## src/verilog/hvc1_defines.svh

```systemverilog
// Constants for the second high-voltage configuration register block
`ifndef HVC1_DEFINES_SVH
`define HVC1_DEFINES_SVH

// Command codes carried in the upper field of the data port
`define HVC1_CMD_W 4
`define HVC1_CMD_RD_CFG1 4'h1
`define HVC1_CMD_WR_CFG1 4'h9

// Register width and reset value
`define HVC1_REG_W 8
`define HVC1_CFG_RESET 8'h00

// Field positions
`define HVC1_B_ATTEN 7
`define HVC1_B_TEMPMON 6
`define HVC1_B_VSHORT 5
`define HVC1_B_WAKE_IN 4
`define HVC1_B_REARM 3
`define HVC1_B_PASSIVE 2
`define HVC1_B_TMO_OFF 1
`define HVC1_B_PULLUP 0

// Clock rate and times in their own units
`define HVC1_CLK_MHZ 125
`define HVC1_LIN_SHORT_US 20
`define HVC1_WAKE_SHORT_US 400
`define HVC1_WAKE_TMO_MS 1300

// Times converted to clock cycles
`define HVC1_LIN_SHORT_CYC (`HVC1_LIN_SHORT_US * `HVC1_CLK_MHZ)
`define HVC1_WAKE_SHORT_CYC (`HVC1_WAKE_SHORT_US * `HVC1_CLK_MHZ)
`define HVC1_WAKE_TMO_CYC (`HVC1_WAKE_TMO_MS * 1000 * `HVC1_CLK_MHZ)

// Counter widths and command latency
`define HVC1_FILT_W 16
`define HVC1_TMO_W 28
`define HVC1_LAT_W 3
`define HVC1_LAT_CYC 3'h4
`define HVC1_SYNC_W 2

`endif

```

## src/verilog/hvc1_pkg.sv

```systemverilog
// Types shared by the high-voltage configuration block
`default_nettype none
`include "hvc1_defines.svh"

package hvc1_pkg;

   typedef enum logic {HVC1_IDLE, HVC1_BUSY} hvc1_cmd_st_t;

   typedef struct packed {
      logic [`HVC1_FILT_W-1:0] cnt;
      logic fired;
      logic fire;
   } hvc1_filt_t;

   typedef struct packed {
      hvc1_cmd_st_t st;
      logic [`HVC1_LAT_W-1:0] lat;
      logic [`HVC1_CMD_W-1:0] cmd;
      logic [`HVC1_REG_W-1:0] wdata;
      logic busy;
      logic rd_valid;
      logic [`HVC1_CMD_W+`HVC1_REG_W-1:0] rd_data;
      logic [`HVC1_REG_W-1:0] cfg;
      logic [`HVC1_SYNC_W-1:0] wake_sync;
      logic [`HVC1_SYNC_W-1:0] lin_sync;
      logic [`HVC1_SYNC_W-1:0] wsh_sync;
      logic [`HVC1_SYNC_W-1:0] th_sync;
      logic wake_prev;
      logic th_prev;
      logic lin_en;
      logic wake_en;
      logic lin_flag;
      logic wake_flag;
      logic edge_flag;
      logic irq;
      logic mon_wake;
      logic [`HVC1_TMO_W-1:0] tmo_cnt;
      logic tmo_done;
      logic wake_drive;
   } hvc1_state_t;

endpackage : hvc1_pkg

`default_nettype wire

```

## src/verilog/hvc1_top.sv

```systemverilog
// Second high-voltage configuration register and the control it drives
`default_nettype none
`timescale 1ns/10ps
`include "hvc1_defines.svh"

module hvc1_top #(
   parameter int unsigned WAKE_SHORT_CYC = `HVC1_WAKE_SHORT_CYC,
   parameter int unsigned WAKE_TMO_CYC = `HVC1_WAKE_TMO_CYC
) (
   input wire logic i_clk_sys,
   input wire logic i_nrst,
   // Command and data port
   input wire logic i_cmd_strobe,
   input wire logic [`HVC1_CMD_W-1:0] i_cmd_code,
   input wire logic [`HVC1_REG_W-1:0] i_cmd_data,
   output logic o_busy,
   output logic o_rd_valid,
   output logic [`HVC1_CMD_W+`HVC1_REG_W-1:0] o_rd_data,
   // Pins and analog event inputs
   input wire logic i_wake_pin,
   input wire logic i_lin_short_raw,
   input wire logic i_wake_short_raw,
   input wire logic i_thermal_event,
   // From the first configuration register and status logic
   input wire logic i_wake_assert,
   input wire logic i_wake_thermal_off,
   input wire logic i_edge_ack,
   // Analog and pin controls
   output logic o_atten_en,
   output logic o_temp_mon_en,
   output logic o_vchan_short_en,
   output logic o_wake_input_en,
   output logic o_wake_pullup_en,
   output logic o_lin_enable,
   output logic o_wake_enable,
   output logic o_wake_drive,
   // Status toward the interrupt and monitor logic
   output logic o_mon_wake_level,
   output logic o_stat_lin_short,
   output logic o_stat_wake_short,
   output logic o_stat_wake_edge,
   output logic o_hv_irq
);

   hvc1_pkg::hvc1_state_t q;
   hvc1_pkg::hvc1_state_t d;
   logic lin_fire;
   logic wake_fire;

   hvc1_short_filter #(
      .LIMIT(`HVC1_LIN_SHORT_CYC)
   ) u_lin_filt (
      .i_clk_sys(i_clk_sys),
      .i_nrst(i_nrst),
      .i_raw(q.lin_sync[1]),
      .o_fire(lin_fire)
   );

   hvc1_short_filter #(
      .LIMIT(WAKE_SHORT_CYC)
   ) u_wake_filt (
      .i_clk_sys(i_clk_sys),
      .i_nrst(i_nrst),
      .i_raw(q.wsh_sync[1]),
      .o_fire(wake_fire)
   );

   always_comb
   begin
      d = q;
      d.rd_valid = 1'b0;

      // Pin synchronisers, second stage only is read
      d.wake_sync = {q.wake_sync[0], i_wake_pin};
      d.lin_sync = {q.lin_sync[0], i_lin_short_raw};
      d.wsh_sync = {q.wsh_sync[0], i_wake_short_raw};
      d.th_sync = {q.th_sync[0], i_thermal_event};
      d.wake_prev = q.wake_sync[1];
      d.th_prev = q.th_sync[1];

      // Command handling
      unique case (q.st)
         hvc1_pkg::HVC1_IDLE:
         begin
            if (i_cmd_strobe && (i_cmd_code == `HVC1_CMD_RD_CFG1
                                 || i_cmd_code == `HVC1_CMD_WR_CFG1))
            begin
               d.st = hvc1_pkg::HVC1_BUSY;
               d.lat = `HVC1_LAT_CYC;
               d.cmd = i_cmd_code;
               d.wdata = i_cmd_data;
               d.busy = 1'b1;
            end
         end
         hvc1_pkg::HVC1_BUSY:
         begin
            d.lat = q.lat - `HVC1_LAT_W'(1);
            if (q.lat == `HVC1_LAT_W'(1))
            begin
               d.st = hvc1_pkg::HVC1_IDLE;
               d.busy = 1'b0;
               d.rd_valid = 1'b1;
               if (q.cmd == `HVC1_CMD_WR_CFG1)
               begin
                  d.cfg = q.wdata;
                  d.rd_data = {q.cmd, q.wdata};
                  if (q.wdata[`HVC1_B_REARM])
                  begin
                     // Re-enable pins and clear short flags
                     d.lin_en = 1'b1;
                     d.wake_en = 1'b1;
                     d.lin_flag = 1'b0;
                     d.wake_flag = 1'b0;
                  end
               end
               else
               begin
                  d.rd_data = {q.cmd, q.cfg};
               end
            end
         end
      endcase

      // Short events set after the clear so a same-cycle event wins
      if (lin_fire)
      begin
         d.lin_flag = 1'b1;
         if (!q.cfg[`HVC1_B_PASSIVE])
         begin
            d.lin_en = 1'b0;
         end
      end
      if (wake_fire)
      begin
         d.wake_flag = 1'b1;
         d.wake_en = 1'b0;
      end
      if (q.th_sync[1] && !q.th_prev && !i_wake_thermal_off)
      begin
         d.wake_en = 1'b0;
      end

      // Wake-pin edge detection while input is enabled
      if (i_edge_ack)
      begin
         d.edge_flag = 1'b0;
      end
      if (q.cfg[`HVC1_B_WAKE_IN] && (q.wake_sync[1] != q.wake_prev))
      begin
         d.edge_flag = 1'b1;
      end
      d.mon_wake = q.cfg[`HVC1_B_WAKE_IN] & q.wake_sync[1];
      d.irq = d.lin_flag | d.wake_flag | d.edge_flag;

      // Wake output time-out
      if (!i_wake_assert || q.cfg[`HVC1_B_TMO_OFF])
      begin
         d.tmo_cnt = '0;
         d.tmo_done = 1'b0;
      end
      else if (!q.tmo_done)
      begin
         if (q.tmo_cnt == `HVC1_TMO_W'(WAKE_TMO_CYC - 1))
         begin
            d.tmo_done = 1'b1;
         end
         else
         begin
            d.tmo_cnt = q.tmo_cnt + `HVC1_TMO_W'(1);
         end
      end
      d.wake_drive = i_wake_assert & d.wake_en & ~d.tmo_done;
   end

   always_ff @(posedge i_clk_sys)
   begin
      if (!i_nrst)
      begin
         q <= '0;
         q.st <= hvc1_pkg::HVC1_IDLE;
         q.cfg <= `HVC1_CFG_RESET;
         q.lin_en <= 1'b1;
         q.wake_en <= 1'b1;
      end
      else
      begin
         q <= d;
      end
   end

   // Outputs straight from state flops
   assign o_busy = q.busy;
   assign o_rd_valid = q.rd_valid;
   assign o_rd_data = q.rd_data;
   assign o_atten_en = q.cfg[`HVC1_B_ATTEN];
   assign o_temp_mon_en = q.cfg[`HVC1_B_TEMPMON];
   assign o_vchan_short_en = q.cfg[`HVC1_B_VSHORT];
   assign o_wake_input_en = q.cfg[`HVC1_B_WAKE_IN];
   assign o_wake_pullup_en = q.cfg[`HVC1_B_PULLUP];
   assign o_lin_enable = q.lin_en;
   assign o_wake_enable = q.wake_en;
   assign o_wake_drive = q.wake_drive;
   assign o_mon_wake_level = q.mon_wake;
   assign o_stat_lin_short = q.lin_flag;
   assign o_stat_wake_short = q.wake_flag;
   assign o_stat_wake_edge = q.edge_flag;
   assign o_hv_irq = q.irq;

endmodule : hvc1_top

`default_nettype wire

```

## src/verilog/hvc1_short_filter.sv

```systemverilog
// Persistence filter that flags a short lasting longer than a cycle limit
`default_nettype none
`timescale 1ns/10ps
`include "hvc1_defines.svh"

module hvc1_short_filter #(
   parameter int unsigned LIMIT = `HVC1_LIN_SHORT_CYC
) (
   input wire logic i_clk_sys,
   input wire logic i_nrst,
   input wire logic i_raw,
   output logic o_fire
);

   hvc1_pkg::hvc1_filt_t q;
   hvc1_pkg::hvc1_filt_t d;

   always_comb
   begin
      d = q;
      d.fire = 1'b0;
      if (i_raw)
      begin
         if (q.cnt < `HVC1_FILT_W'(LIMIT))
         begin
            d.cnt = q.cnt + `HVC1_FILT_W'(1);
         end
         else if (!q.fired)
         begin
            // One pulse per episode, once it outlasts the limit
            d.fire = 1'b1;
            d.fired = 1'b1;
         end
      end
      else
      begin
         d.cnt = '0;
         d.fired = 1'b0;
      end
   end

   always_ff @(posedge i_clk_sys)
   begin
      if (!i_nrst)
      begin
         q <= '0;
      end
      else
      begin
         q <= d;
      end
   end

   assign o_fire = q.fire;

endmodule : hvc1_short_filter

`default_nettype wire

```

## config.mk

```make
export PLATFORM = sky130hd
export DESIGN_NAME = hvc1_top
export DESIGN_NICKNAME = d
export VERILOG_FILES = /design/src/verilog/hvc1_pkg.sv /design/src/verilog/hvc1_top.sv /design/src/verilog/hvc1_short_filter.sv
export VERILOG_INCLUDE_DIRS = /design/src /design/src/verilog
export SDC_FILE = /design/constraint.sdc
export NUM_CORES = 1
export LEC_CHECK = 0
export CORE_UTILIZATION = 45
export CTS_CLUSTER_SIZE = 16
export DETAILED_ROUTE_END_ITERATION = 12
export DONT_BUFFER_PORTS = 1
export PLACE_DENSITY = 0.64
export SLEW_MARGIN = 20
export SYNTH_ARGS = -nofsm -noshare
export SYNTH_HDL_FRONTEND = slang
export SYNTH_SLANG_ARGS = --single-unit
export TNS_END_PERCENT = 1
```

## constraint.sdc

```tcl
create_clock -name i_clk_sys -period 3.4 [get_ports i_clk_sys]
set_clock_uncertainty 0.1 [all_clocks]
set_input_delay 0.17 -clock i_clk_sys [delete_from_list [all_inputs] [get_ports i_clk_sys]]
set_output_delay 0.17 -clock i_clk_sys [all_outputs]
set_load 0.02 [all_outputs]
```

# Word level (Yosys, flattened, before mapping)
# Index checks and enable logic that the tools add are counted.
# word_totals
register_bits,121
elab_cells,100
output_inout_bits,27
inputBits,22
# op_classes
n_addsub,4
eq_ne,8
n_reduce_logical,20
muxes,24
n_lt_le_gt_ge,2
bitwise,12
# op_table
cell,n
adder 16 x 1 -> 16 bit (second input constant),2
adder 28 x 1 -> 28 bit (second input constant),1
equality test 28 bit (second input constant),1
2-to-1 mux 22 bit,1
2-to-1 mux 17 bit,1
< comparator 16 x 12 -> 1 bit (second input constant),1
< comparator 16 bit (second input constant),1
2-to-1 mux 4 bit,4
2-to-1 mux 8 bit,2
2-to-1 mux 1 bit,14
AND reduction 2 bit,7
equality test 4 bit (second input constant),2
one-hot mux 4 bit (2 select lines),1
inverter 1 bit,7
OR reduction 3 bit,2
equality test 4 x 1 -> 1 bit (second input constant),1
logical AND 1 bit,4
bitwise AND 1 bit,3
equality test 3 x 1 -> 1 bit (second input constant),1
zero test 1 bit,3
AND reduction 3 bit,1
subtractor 3 x 1 -> 3 bit (second input constant),1
logical OR 1 bit,2
!= test 2 x 1 -> 1 bit (second input constant),1
other kinds (5),6

# Longest topological paths before layout
# logic_depth
word_depth,8
ltp_mapped,8

# Cells and area by module
# A second synthesis with hierarchy kept.
# hier_totals
cells_unflattened,574
area_unflattened_um2,5325.1
# modules_own_cells
mod,area_per_inst_um2,seq_area_each_um2,n_inst,cells_each
hvc1_top,3606.0,1701.6,1,382
hvc1_short_filter (u_wake_filt),950.9,360.3,1,109
hvc1_short_filter (u_lin_filt),768.2,360.3,1,83

# Worst setup path after synthesis
# Ideal clock, no wire load.
# synth_path
path_type,reg-to-reg
from,register q[2] (netlist bit)
to,register q[20] (netlist bit)
path_slack_ns,1.519
setup_ns,0.072
t_arrival_ns,1.709
path_buffers,0
path_stages_with_launch,7
period_less_slack_ns,1.881
cell_sequence,dfxtp_1 > ha_1 > nand4_1 > nor4_2 > nand2b_1 > nor2_1 > mux2i_1
# synth_between
elab_chain_cells,3
elab_cells_between_ends,4
# synth_rtl
element,line_no,source
start: declaration,hvc1_top.sv:45,hvc1_pkg::hvc1_state_t q;
branches (longest 3 deep; another with adder 28 x 1 -> 28 bit),--,
# Several ways; the timed one is not identified.
# A chain may end at the register's enable or synchronous reset.

# Worst setup path in the final report
# layout_path
from,register q[82] (netlist bit)
to,"register q, in the netlist o_wake_enable"
# layout_between
elab_chain_cells,5
# layout_rtl
element,line_no,source
equality test 3 x 1 -> 1 bit,hvc1_top.sv:98,if (q.lat == `HVC1_LAT_W'(1))
2-to-1 mux 4 bit,hvc1_top.sv:98,
2-to-1 mux 4 bit,hvc1_top.sv:82,unique case (q.st)
2-to-1 mux 1 bit,hvc1_top.sv:133,if (wake_fire)
2-to-1 mux 1 bit,hvc1_top.sv:138,if (q.th_sync[1] && !q.th_prev && !i_wake_thermal_off)
# No other way between the ends.

==> run metrics <==
largest net degree at the start of global routing=60; share of cells above drive strength 1=10.51%; Antenna Nets Post-Route=0; top cells by area, synth=dfxtp_1 46%, xnor2_1 5.9%, mux2i_1 5.0%, nor2_1 4.3%, nand2_1 3.0%; Final HPWL DP=6851 microns; Synth cell types=54; most common cell in the netlist=dfxtp_1; vias per inst=5.202; RSZ-0062 raised after global routing=no; Post-synth EDFFs=0; initial antenna violation count=0; vias in the first global route=3495; Most used DFF post-synth=dfxtp_1; post-CTS resize count=0; Final GP Congestion=0.8084; Syn-to-layout area delta=15.88%; pwr/cell area=540.9 nW/um^2; Total Nets Final=586; row count=39; WP data arrival=2.60 ns; mean post-synth cell area=9.491 sq um; crit path kind=flip-flop to flip-flop; setup TNS=0 ns; Post-DP Area=5269 sq um; ys async rst share=0%; die area=12080 sq um; Worst EP required=3.60 ns; Post-Syn Nets=579; GR Util All Layers=18.04%; final setup fails=0; DRT iter0 DRCs=147; top post-synthesis cells by count=121 x dfxtp_1, 60 x nor2_1, 42 x nand2_1; DIE WIDTH=109.9 microns; Critical Path Source Type=flip-flop; remaining routing DRC violations=0; initial core utilization=46.08%; CTS buffer count=17; GRT overflow=0; cells after synthesis=552; post-route minimum period=2.409 ns; Worst-Margin Slew=0.8086 ns; n_diodes=0; core area=11370 sq um; H-tree Lvls=4; Root Driver=clkbuf_16; Vias=3714; Leak=0.002079 uW; sequential element share of the synthesized area=46.24%; worst-skew pair later-pin latency=0.41 ns; first-pass GRT wire length=16760 microns; Worst Hold Class=input pin to flip-flop; worst-path fanout max=19; Filler cells=1039; Chip Height=109.9 microns; largest area contributor in the netlist=dfxtp_1; status=finished clean; Slew headroom=46.01%; maximum VDD drop=316.0 uV; Sinks on Clock Net=121; overall routed net length=10250 microns; Post-Syn Area=5239 sq um; Clk pin slew, worst setup/hold paths=0.05 ns; final hold violations=0; CP Capture Type=flip-flop; First-pass DRT Iterations=4; fin area=6071 sq um; num ports=49; CTS max path bufs=2; CTS tree=yes; max-cap viol count=0; Synth Register Bits=121; Final Cycle Share=70.85%; post-synth top area share=46.24%; Peak Freq=0.4151 GHz; wire per inst=14.35 microns; Warnings, synthesis=0; max-slew violation count=0; IO buf count=0
==> path summary, 6_finish.rpt <==
check	endpoint	slack, ns	start	cells after the start
setup / recovery	o_wake_enable	0.99	q[82]	7
hold / removal	o_wake_drive	0.05	i_wake_thermal_off	4
setup reg to reg	o_wake_enable	0.99	q[82]	7
hold reg to reg	u_lin_filt.o_fire	0.33	u_lin_filt.q[1]	1
==> critical path: stages, from the launching register on <==
cell and delay [ns]:
dfxtp_1 0.32, inv_1 0.06, ha_1 0.17, and3b_1 0.42
and3_1 0.35, o21ai_0 0.25, nand2_1 0.08, dlygate4sd3_1 0.55
==> layout by cell type, fill, tap and decap left out, drive strengths merged, types with 3 or more instances in the layout <==
cell type	n
dfxtp	121
nor2	61
nand2	42
xnor2	35
nand3	30
a21oi	27
mux2i	26
clkbuf	24
nor2b	22
dlygate4sd3	19
and2	15
nand4	12
xor2	12
nor3	10
and3	10
inv	9
a211oi	9
a21boi	8
o211a	8
nor4	7
or3	6
o21ai	6
ha	5
a2111oi	5
and4	4
buf	4
and3b	3
nand2b	3
clkinv	3
or4	3
==> repair_timing <==
action	CTS	global route
buffers inserted	0	0
endpoints found under the hold margin	60	0
hold buffers	20	0
==> final cells by class <==
class | count | area (sq um) | share of cell area, %
multi-input cells | 387 | 2611 | 43.01
flip-flops and latches | 121 | 2422 | 39.90
clock buffers | 24 | 501.7 | 8.265
well taps | 143 | 178.9 | 2.947
clock inverters | 7 | 90.09 | 1.484
repair buffers | 23 | 232.7 | 3.833
inverters | 9 | 33.78 | 0.5565
==> kinds of logic after synthesis <==
| logic type | Yosys count | share of synthesized area [%] |
|---|---|---|
| muxes | 26 | 4.968 |
| and+or+nand+nor | 239 | 24.70 |
| DFF | 121 | 46.24 |
| xor gates and xnor gates | 47 | 7.858 |
| AOI/OAI and AO/OA | 70 | 10.72 |
| buffers and inverters | 44 | 4.323 |
| adders and majority gates | 5 | 1.194 |
==> sequential cells by signal, indices dropped and copies added, names as in the netlist, 6 cells and up <==
signal / count
d: 6
u_lin_filt.q: 17
q: 52
u_wake_filt.q: 17
o_rd_data: 12
==> routing by layer <==
metal	GRT usage, %	share of wire [%]	vias to the layer above
li1	-	-	1909
met1	22.78	48	1740
met2	28.13	46	51
met3	5.453	4.1	14
met4	8.286	1.6	0
met5	0	0	-
==> through the flow <==
step | power, uW | hold slack (ns) | setup WS, ns | std cells | utilization [%]
after floorplan | 1517 | 0.1973 | 1.519 | 552 | -
after global placement | 1517 | 0.1465 | 1.256 | 663 | 46.34
after detailed placement | 1519 | 0.1483 | 1.142 | 663 | 46.34
after CTS | 3318 | 0.03815 | 0.9837 | 714 | 53.40
after global routing | 3388 | 0.06627 | 0.8261 | 714 | 53.40
final | 3283 | 0.04717 | 0.9911 | 714 | 53.40
==> report_power, final <==
part / switching, uW / internal (uW) / total [uW]
Clock: 599 / 1170 / 1770
Combinational: 34.7 / 37.6 / 72.2
Sequential: 12.3 / 1430 / 1450
No activity file was read; power rests on OpenSTA's default activity.
